File: src/ghsp_params.svh
// Constants for the host serial port: timing counts, framing and layout.
// Assumes a 10 MHz system clock; included by ghsp_port only.
`ifndef GHSP_PARAMS_SVH
`define GHSP_PARAMS_SVH
`define GHSP_CLK_HZ 10000000
`define GHSP_LOCK_MS 2100
`define GHSP_LOCK_CYC ((`GHSP_CLK_HZ / 1000) * `GHSP_LOCK_MS)
`define GHSP_BAUD_PKT 9600
`define GHSP_BAUD_TXT 4800
`define GHSP_DIV_PKT (`GHSP_CLK_HZ / (`GHSP_BAUD_PKT * 16))
`define GHSP_DIV_TXT (`GHSP_CLK_HZ / (`GHSP_BAUD_TXT * 16))
`define GHSP_FIFO_DEPTH 32
`define GHSP_FIFO_AW 5
`define GHSP_CMD_PORTCFG 8'hbc
`define GHSP_CMD_SAVE 8'h8e
`define GHSP_SUB_SAVE 8'h26
`define GHSP_DLE 8'h10
`define GHSP_ETX 8'h03
`define GHSP_A_CTRL 12'h000
`define GHSP_A_STAT 12'h004
`define GHSP_A_TXD 12'h008
`define GHSP_A_RXD 12'h00c
`define GHSP_A_FLASH 12'h010
`define GHSP_CTRL_TEXT 0
`define GHSP_CTRL_FLVALID 1
`define GHSP_CTRL_BBLOST 2
`endif

File: src/ghsp_pkg.sv
// Types shared by the host serial port modules.
// Assumes ghsp_params.svh is on the include path.
package ghsp_pkg;
    // Port settings as held in battery-backed RAM and in flash.
    typedef struct packed {
        logic text_mode;
    } ghsp_cfg_t;
    // A received character with its error status.
    typedef struct packed {
        logic [7:0] data;
        logic err;
    } ghsp_rxc_t;
    // Command parser states.
    typedef enum logic [4:0] {
        PS_IDLE = 5'b00001,
        PS_ID = 5'b00010,
        PS_BODY = 5'b00100,
        PS_DLE = 5'b01000,
        PS_DROP = 5'b10000
    } ghsp_ps_t;
endpackage : ghsp_pkg

File: src/ghsp_fifo.sv
// Flip-flop FIFO with valid/ready on both sides.
// Assumes one clock and a synchronous active-high reset.
`timescale 1ns/10ps
module ghsp_fifo #(
    parameter int WIDTH = 8,
    parameter int DEPTH = 32,
    parameter int AW = 5
) (
    input wire logic i_clk_sys,
    input wire logic i_rst,
    input wire logic [WIDTH-1:0] i_data,
    input wire logic i_valid,
    output logic o_ready,
    output logic [WIDTH-1:0] o_data,
    output logic o_valid,
    input wire logic i_ready
);
    typedef struct packed {
        logic [DEPTH-1:0][WIDTH-1:0] mem;
        logic [AW-1:0] wp;
        logic [AW-1:0] rp;
        logic [AW:0] cnt;
    } ff_t;
    ff_t s_r, s_nxt;
    logic push, pop;

    // Count-based full and empty give honest back-pressure.
    always_comb begin
        o_ready = (s_r.cnt != (AW+1)'(DEPTH));
        o_valid = (s_r.cnt != '0);
        o_data = s_r.mem[s_r.rp];
        push = i_valid && o_ready;
        pop = o_valid && i_ready;
        s_nxt = s_r;
        if (push) begin
            s_nxt.mem[s_r.wp] = i_data;
            s_nxt.wp = s_r.wp + 1'b1;
        end
        if (pop) begin
            s_nxt.rp = s_r.rp + 1'b1;
        end
        if (push && !pop) begin
            s_nxt.cnt = s_r.cnt + 1'b1;
        end else if (pop && !push) begin
            s_nxt.cnt = s_r.cnt - 1'b1;
        end
    end

    // State register.
    always_ff @(posedge i_clk_sys) begin
        if (i_rst) begin
            s_r <= '0;
        end else begin
            s_r <= s_nxt;
        end
    end
endmodule : ghsp_fifo

File: src/ghsp_rx.sv
// Serial receiver, 8 data bits, optional odd parity, one stop bit.
// Assumes i_tick at 16 times the bit rate and a synchronous line input.
`timescale 1ns/10ps
module ghsp_rx (
    input wire logic i_clk_sys,
    input wire logic i_rst,
    input wire logic i_tick,
    input wire logic i_parity,
    input wire logic i_line,
    output ghsp_pkg::ghsp_rxc_t o_char,
    output logic o_stb
);
    import ghsp_pkg::*;
    typedef struct packed {
        logic busy;
        logic [3:0] sub;
        logic [3:0] bitn;
        logic [8:0] sh;
        logic stb;
        ghsp_rxc_t ch;
    } rx_t;
    rx_t s_r, s_nxt;
    logic [3:0] last;

    // Samples mid-bit; last bit index is the stop bit, 10 with parity or 9 without.
    always_comb begin
        s_nxt = s_r;
        s_nxt.stb = 1'b0;
        last = i_parity ? 4'ha : 4'h9;
        if (!s_r.busy) begin
            if (!i_line && i_tick) begin
                s_nxt.busy = 1'b1;
                s_nxt.sub = 4'h0;
                s_nxt.bitn = 4'h0;
            end
        end else if (i_tick) begin
            s_nxt.sub = s_r.sub + 4'h1;
            if (s_r.sub == 4'h7) begin
                if (s_r.bitn == 4'h0 && i_line) begin
                    s_nxt.busy = 1'b0;
                end else if (s_r.bitn == last) begin
                    s_nxt.busy = 1'b0;
                    s_nxt.stb = 1'b1;
                    s_nxt.ch.data = s_r.sh[7:0];
                    // Framing error, or parity not odd over data+parity.
                    s_nxt.ch.err = !i_line ||
                        (i_parity && !(^s_r.sh));
                end else begin
                    if (s_r.bitn != 4'h0) begin
                        s_nxt.sh = i_parity ? {i_line, s_r.sh[8:1]}
                                            : {1'b0, i_line, s_r.sh[7:1]};
                    end
                    s_nxt.bitn = s_r.bitn + 4'h1;
                end
            end
        end
    end

    assign o_char = s_r.ch;
    assign o_stb = s_r.stb;

    // State register.
    always_ff @(posedge i_clk_sys) begin
        if (i_rst) begin
            s_r <= '0;
        end else begin
            s_r <= s_nxt;
        end
    end
endmodule : ghsp_rx

File: src/ghsp_port.sv
// Host serial port of the receiver: one UART, command parser, APB regs.
// Assumes a 10 MHz clock, synchronous pins and an APB master.
//
// The implementer's own choices: the APB interface to the registers and the register offsets.
`timescale 1ns/10ps
`include "ghsp_params.svh"
module ghsp_port #(
    parameter int LOCK_CYC = `GHSP_LOCK_CYC
) (
    input wire logic i_clk_sys,
    input wire logic i_rst,
    input wire logic i_psel,
    input wire logic i_penable,
    input wire logic i_pwrite,
    input wire logic [11:0] i_paddr,
    input wire logic [31:0] i_pwdata,
    output logic [31:0] o_prdata,
    output logic o_pready,
    output logic o_pslverr,
    input wire logic i_rxd,
    output logic o_txd,
    output logic o_cmd_stb,
    output logic [7:0] o_cmd_id,
    output logic [7:0] o_cmd_arg
);
    import ghsp_pkg::*;

    typedef struct packed {
        logic [31:0] lock;
        logic locked;
        ghsp_cfg_t battery_backed_ram;
        ghsp_cfg_t flash;
        logic fl_valid;
        logic [9:0] div;
        logic tick;
        ghsp_ps_t ps;
        logic [7:0] id;
        logic [7:0] arg;
        logic [3:0] nbody;
        logic hold_cfg;
        logic cfg_pend;
        logic cmd_stb;
        logic [7:0] cmd_id;
        logic [7:0] cmd_arg;
        logic tx_busy;
        logic [3:0] tx_sub;
        logic [3:0] tx_bit;
        logic [10:0] tx_sh;
        logic txd;
        logic [31:0] prdata;
        logic pready;
        logic pslverr;
        logic [7:0] rxd_last;
        logic dropped;
    } st_t;
    st_t s_r, s_nxt;

    ghsp_rxc_t rx_char;
    logic rx_stb;
    logic f_in_valid, f_in_ready, f_out_valid, f_out_ready;
    logic [7:0] f_out_data;
    logic good;
    logic acc;
    logic [9:0] div_max;
    logic par_bit;

    // The receive side, sharing the single line pair with transmit.
    ghsp_rx u_rx (
        .i_clk_sys(i_clk_sys),
        .i_rst(i_rst),
        .i_tick(s_r.tick),
        .i_parity(!s_r.battery_backed_ram.text_mode),
        .i_line(i_rxd),
        .o_char(rx_char),
        .o_stb(rx_stb)
    );

    // Report bytes written by software wait here for the transmitter.
    ghsp_fifo #(
        .WIDTH(8),
        .DEPTH(`GHSP_FIFO_DEPTH),
        .AW(`GHSP_FIFO_AW)
    ) u_txq (
        .i_clk_sys(i_clk_sys),
        .i_rst(i_rst),
        .i_data(i_pwdata[7:0]),
        .i_valid(f_in_valid),
        .o_ready(f_in_ready),
        .o_data(f_out_data),
        .o_valid(f_out_valid),
        .i_ready(f_out_ready)
    );

    // APB access phase; every access takes one wait state and completes in its second access cycle.
    assign acc = i_psel && i_penable && !s_r.pready;
    assign f_in_valid = acc && i_pwrite && (i_paddr == `GHSP_A_TXD);
    assign f_out_ready = !s_r.tx_busy && s_r.tick;
    // A good character is error-free, after lockout, in packet mode.
    assign good = rx_stb && !rx_char.err
        && !s_r.locked
        && !s_r.battery_backed_ram.text_mode;
    assign div_max = s_r.battery_backed_ram.text_mode ? 10'(`GHSP_DIV_TXT - 1)
                                         : 10'(`GHSP_DIV_PKT - 1);
    assign par_bit = ~^f_out_data;

    // Next-state logic for the whole port.
    always_comb begin
        s_nxt = s_r;
        s_nxt.cmd_stb = 1'b0;
        s_nxt.pready = 1'b0;
        s_nxt.pslverr = 1'b0;
        // Start-up lockout counter after reset.
        if (s_r.locked) begin
            if (s_r.lock == 32'(LOCK_CYC - 1)) begin
                s_nxt.locked = 1'b0;
            end else begin
                s_nxt.lock = s_r.lock + 32'h1;
            end
        end
        // Oversample divider; rate follows the active protocol.
        s_nxt.tick = 1'b0;
        if (s_r.div >= div_max) begin
            s_nxt.div = 10'h0;
            s_nxt.tick = 1'b1;
        end else begin
            s_nxt.div = s_r.div + 10'h1;
        end
        // Framed command parser: DLE id body DLE ETX.
        if (rx_stb && !good) begin
            s_nxt.dropped = 1'b1;
        end
        if (s_r.locked && rx_stb) begin
            s_nxt.ps = PS_DROP;
        end else if (good) begin
            s_nxt.rxd_last = rx_char.data;
            case (s_r.ps)
                PS_IDLE: begin
                    if (rx_char.data == `GHSP_DLE) begin
                        s_nxt.ps = PS_ID;
                    end
                end
                PS_DROP: begin
                    if (rx_char.data == `GHSP_DLE) begin
                        s_nxt.ps = PS_ID;
                    end
                end
                PS_ID: begin
                    s_nxt.id = rx_char.data;
                    s_nxt.nbody = 4'h0;
                    s_nxt.ps = PS_BODY;
                end
                PS_BODY: begin
                    if (rx_char.data == `GHSP_DLE) begin
                        s_nxt.ps = PS_DLE;
                    end else begin
                        if (s_r.nbody == 4'h0) begin
                            s_nxt.arg = rx_char.data;
                        end
                        if (s_r.nbody != 4'hf) begin
                            s_nxt.nbody = s_r.nbody + 4'h1;
                        end
                    end
                end
                PS_DLE: begin
                    if (rx_char.data == `GHSP_ETX) begin
                        s_nxt.ps = PS_IDLE;
                        s_nxt.cmd_stb = 1'b1;
                        s_nxt.cmd_id = s_r.id;
                        s_nxt.cmd_arg = s_r.arg;
                        if (s_r.id == `GHSP_CMD_PORTCFG) begin
                            // Applied once the transmitter is idle, after the current character.
                            s_nxt.hold_cfg = s_r.arg[0];
                            s_nxt.cfg_pend = 1'b1;
                        end else if (s_r.id == `GHSP_CMD_SAVE &&
                                     s_r.arg == `GHSP_SUB_SAVE) begin
                            s_nxt.flash = s_r.battery_backed_ram;
                            s_nxt.fl_valid = 1'b1;
                        end
                    end else begin
                        if (s_r.nbody == 4'h0) begin
                            s_nxt.arg = rx_char.data;
                        end
                        s_nxt.nbody = s_r.nbody + 4'h1;
                        s_nxt.ps = PS_BODY;
                    end
                end
                default: s_nxt.ps = PS_IDLE;
            endcase
        end
        // Apply a pending port command's framing only while the transmitter is idle.
        if (s_r.cfg_pend && !s_r.tx_busy) begin
            s_nxt.battery_backed_ram.text_mode = s_r.hold_cfg;
            s_nxt.cfg_pend = 1'b0;
        end
        // Transmitter: start, 8 data LSB first, odd parity unless text.
        if (!s_r.tx_busy) begin
            s_nxt.txd = 1'b1;
            if (f_out_valid && s_r.tick) begin
                s_nxt.tx_busy = 1'b1;
                s_nxt.tx_sub = 4'h0;
                s_nxt.tx_bit = 4'h0;
                s_nxt.tx_sh = s_r.battery_backed_ram.text_mode
                    ? {2'b11, f_out_data, 1'b0}
                    : {1'b1, par_bit, f_out_data, 1'b0};
            end
        end else if (s_r.tick) begin
            s_nxt.txd = s_r.tx_sh[0];
            s_nxt.tx_sub = s_r.tx_sub + 4'h1;
            if (s_r.tx_sub == 4'hf) begin
                s_nxt.tx_sh = {1'b1, s_r.tx_sh[10:1]};
                s_nxt.tx_bit = s_r.tx_bit + 4'h1;
                if (s_r.tx_bit ==
                    (s_r.battery_backed_ram.text_mode ? 4'h9 : 4'ha)) begin
                    s_nxt.tx_busy = 1'b0;
                end
            end
        end
        // APB register access.
        if (acc) begin
            s_nxt.pready = 1'b1;
            s_nxt.prdata = 32'h0;
            if (i_paddr == `GHSP_A_CTRL) begin
                if (i_pwrite) begin
                    s_nxt.battery_backed_ram.text_mode = i_pwdata[`GHSP_CTRL_TEXT];
                    if (i_pwdata[`GHSP_CTRL_BBLOST]) begin
                        // Battery RAM lost: flash copy or default.
                        s_nxt.battery_backed_ram = s_r.fl_valid ? s_r.flash
                                                   : ghsp_cfg_t'(1'b0);
                    end
                end else begin
                    s_nxt.prdata[`GHSP_CTRL_TEXT] = s_r.battery_backed_ram.text_mode;
                    s_nxt.prdata[`GHSP_CTRL_FLVALID] = s_r.fl_valid;
                end
            end else if (i_paddr == `GHSP_A_STAT) begin
                if (!i_pwrite) begin
                    s_nxt.prdata = {25'h0, s_r.dropped, s_r.cfg_pend,
                        s_r.tx_busy, f_out_valid, !f_in_ready,
                        s_r.fl_valid, s_r.locked};
                end else if (i_pwdata[6] && !(rx_stb && !good)) begin
                    s_nxt.dropped = 1'b0;
                end
            end else if (i_paddr == `GHSP_A_TXD) begin
                if (!i_pwrite) begin
                    s_nxt.prdata = {31'h0, f_in_ready};
                end else if (!f_in_ready) begin
                    s_nxt.pslverr = 1'b1;
                end
            end else if (i_paddr == `GHSP_A_RXD) begin
                s_nxt.prdata = {24'h0, s_r.rxd_last};
                s_nxt.pslverr = i_pwrite;
            end else if (i_paddr == `GHSP_A_FLASH) begin
                s_nxt.prdata = {30'h0, s_r.fl_valid,
                                s_r.flash.text_mode};
                s_nxt.pslverr = i_pwrite;
            end else begin
                s_nxt.pslverr = 1'b1;
            end
        end
    end

    assign o_prdata = s_r.prdata;
    assign o_pready = s_r.pready;
    assign o_pslverr = s_r.pslverr;
    assign o_txd = s_r.txd;
    assign o_cmd_stb = s_r.cmd_stb;
    assign o_cmd_id = s_r.cmd_id;
    assign o_cmd_arg = s_r.cmd_arg;

    // State register; reset clears the flash contents and the rest, but sets locked and txd high and ps to PS_IDLE.
    always_ff @(posedge i_clk_sys) begin
        if (i_rst) begin
            s_r <= '0;
            s_r.locked <= 1'b1;
            s_r.txd <= 1'b1;
            s_r.ps <= PS_IDLE;
        end else begin
            s_r <= s_nxt;
        end
    end
endmodule : ghsp_port

File: config.mk
export PLATFORM = sky130hd
export DESIGN_NAME = ghsp_port
export DESIGN_NICKNAME = d
export VERILOG_FILES = /design/src/ghsp_pkg.sv /design/src/ghsp_fifo.sv /design/src/ghsp_rx.sv /design/src/ghsp_port.sv
export VERILOG_INCLUDE_DIRS = /design/src /design/src/src
export SDC_FILE = /design/constraint.sdc
export NUM_CORES = 1
export LEC_CHECK = 0
export BUFFER_PORTS_ARGS = -buffer_cell sky130_fd_sc_hd__buf_2
export CORE_MARGIN = 10
export CORE_UTILIZATION = 35
export CTS_CLUSTER_DIAMETER = 60
export DETAILED_ROUTE_END_ITERATION = 6
export PLACE_DENSITY_LB_ADDON = 0.1
export SLEW_MARGIN = 20
export SYNTH_ARGS = -nofsm -noshare
export SYNTH_HDL_FRONTEND = slang
export SYNTH_SLANG_ARGS = --single-unit
File: constraint.sdc
create_clock -name i_clk_sys -period 4.8 [get_ports i_clk_sys]
set_input_delay 0.72 -clock i_clk_sys [delete_from_list [all_inputs] [get_ports i_clk_sys]]
set_output_delay 0.72 -clock i_clk_sys [all_outputs]
set_load 0.05 [all_outputs]
==> run metrics <==
count of TritonRoute iterations in the first routing pass=5; post-synthesis area per instance=8.32 µm²; fraction of the yosys area taken by sequential cells=44.9%; Clock Latency Late Sink=600 ps; horizontal die dimension=254 µm; DR vias=15400; clock buffers created by TritonCTS=52; result of the run=complete, no violations; IR Drop Worst-Case VDD=0.292 mV; Reg-to-Reg End=u_txq.s_r[5]; final hold violation count=0; fraction of layout instances using a drive strength above 1=9.82%; global-route usage over all layers=16.3%; leading cell type in the layout, fill and taps excluded=nand2_1; Tot Pwr=8.22 mW; y dimension of the die=254 µm; mean routed wirelength per cell=17.7 µm; number of setup buffers added after CTS=0; vias in the first global route=14800; master cell of the clock root buffer=clkbuf_16; antenna violations before repair=0; Crit path arrival time=4340 ps; full die area=64700 µm²; critical path endpoint category=register; Worst Path Class, Setup=reg -> reg; vias per cell=5.14; antenna diode instance count=0; Final setup viols=0; cell count after placement=2916; data required time of the worst path=5320 ps; hold buffers post-CTS=0; worst setup skew after layout=27.6 ps; number of cells produced by synthesis=2308; power density cells=384 nW/µm²; share of the cycle needed by the critical path after routing=79.6%; number of flip-flops and latches in the synthesized netlist=431; standby leakage power=7.07 nW; first-pass GRT wire length=84700 µm; Final Cell Area=21400 µm²; remaining design rule violation count=0; top cells by area in the synthesized netlist=dfxtp_1, nand2_1, a21oi_1; launching element type of the critical path=register; total placed instance area=19700 µm²; Setup Total Neg Slack=0 ps; final WL=53100 µm; non-filler cells in the finished layout=3007; summed instance area of the synthesized netlist=19200 µm²; DR iter-0 viols=1082; register-to-register setup slack=980 ps; buffers from clock root to sink, at most=3; post-layout minimum cycle time=3820 ps; H-tree level count=2; Crit Path Max Fanout=20; Clock Sinks=431; half-perimeter wire length after detailed placement=34100 µm; worst relative slew slack=29.9%; count of maximum capacitance violations=0; final RePlAce weighted congestion=0.814; worst hold slack=448 ps; highest clock rate=0.262 GHz; clock tree from TritonCTS=yes; initial cell density of the core=35.5%; RSZ-0062 raised after global routing=no; Core Rows=85; reg-to-reg critical path startpoint=u_txq.s_r[1]; number of slew-limit violations in the final report=0; Clock Pin Slew Worst Setup and Hold Paths=60 ps; aggregate global routing overflow=0; area share of the leading cell type in the synthesized netlist=44.9%; DRT antenna net count=0; total number of nets in the final design=2347; number of enable-type register cells in the synthesized netlist=0; I/O pin count=102; path category of the worst min-delay check=reg -> reg; number of library cell types mapped by synthesis=71; post-synthesis async set-or-reset flop share=0%; area added between synthesis and finish=11.3%; core region area=54100 µm²; Least-Margin Pin Slew=1040 ps; Crit. Startpoint=u_txq.s_r[1]; Resized cells post-CTS=0; maximum number of pins on one net before global-route repair=144; most frequent cells in the layout=nand2_1, dfxtp_1, a21oi_1; number of warnings issued by yosys=0; Reg2Reg Depth=15; dominant cell type by area after synthesis=dfxtp_1; Post-synth top flop=dfxtp_1; capturing element of the worst setup path=u_txq.s_r[5]; count of port buffers added during placement=53
[synthesized netlist by cell type (24+ instances only)]
library cell	count
buf_4	52
dfxtp_1	431
clkbuf_1	88
mux4_2	48
mux2i_1	87
xnor2_1	32
nand3_1	42
xor2_1	44
nor2_1	207
inv_1	24
nand2_1	628
a21oi_1	316
buf_1	28
[critical path, cell delays in order, from the launching register on]
cell and delay, ps:
dfxtp_1 350, or4_1 610, o31ai_1 600, nor2_1 80, buf_4 230, inv_1 120
ha_1 180, inv_1 120, ha_1 290, a21o_1 170, a21oi_1 210, o21bai_1 90
a21oi_1 180, xnor2_1 90, or3_1 300, a21oi_1 130
[logic make-up (layout without fill, tap and decap cells)]
family | Yosys count | after routing | share of synthesized area [%]
other | 1 | 25 | 0.0195
and+or+nand+nor | 1005 | 1005 | 22.1
DFF | 431 | 431 | 44.9
xor gates and xnor gates | 76 | 76 | 3.46
adders and majority gates | 23 | 23 | 1.54
AOI/OAI and AO/OA | 426 | 426 | 12.3
muxes | 139 | 139 | 10.4
buffers and inverters | 207 | 186 | 5.26
[through the flow]
stage	setup slack (ps)	util [%]
finish	978	39.5
global route	658	39.5
CTS	918	39.5
detailed placement	934	36.4
global placement	936	36.4
floorplan	1390	-
[worst min path at each step]
stage	from	slack [ps]	endpoint	cells after the start
floorplan	s_r[44]	430	s_r[44]	2
global placement	u_txq.s_r[61]	430	u_txq.s_r[61]	2
detailed placement	u_txq.s_r[206]	440	u_txq.s_r[206]	2
CTS	u_txq.s_r[206]	450	u_txq.s_r[206]	2
global route	u_txq.s_r[72]	460	u_txq.s_r[72]	2
finish	u_txq.s_r[187]	450	u_txq.s_r[187]	2
[metal layers]
metal  vias up  GRT usage [%]  wire (µm)
li1       7706              -          -
met1      7362           22.3      25300
met2       304           26.1      24300
met3        69           2.48       2510
met4         0           4.53       1080
met5         -              0          0
[registers in the layout, summed over array words and instances, names as in the netlist]
name         cells
u_rx.o_stb       1
o_cmd_arg        8
o_pready         1
u_txq.s_r      272
s_r            103
o_txd            1
u_rx.o_char      9
o_cmd_id         8
o_prdata         8
u_rx.s_r        18
o_cmd_stb        1
o_pslverr        1
[layout make-up]
type | instances | area (µm²)
multi-input combinational | 1694 | 9660
clock buffer | 74 | 1510
clock inverter | 17 | 178
fill | 5418 | 32700
sequential | 431 | 8640
timing repair buffer | 71 | 448
inverter | 24 | 90.1
tap | 696 | 871
[power by group]
group          total, mW  switching (mW)  internal, mW
clock network       3.89            1.56          2.33
registers           3.70          0.0708          3.62
logic              0.633           0.424         0.209
No activity file was read; power rests on OpenSTA's default activity.
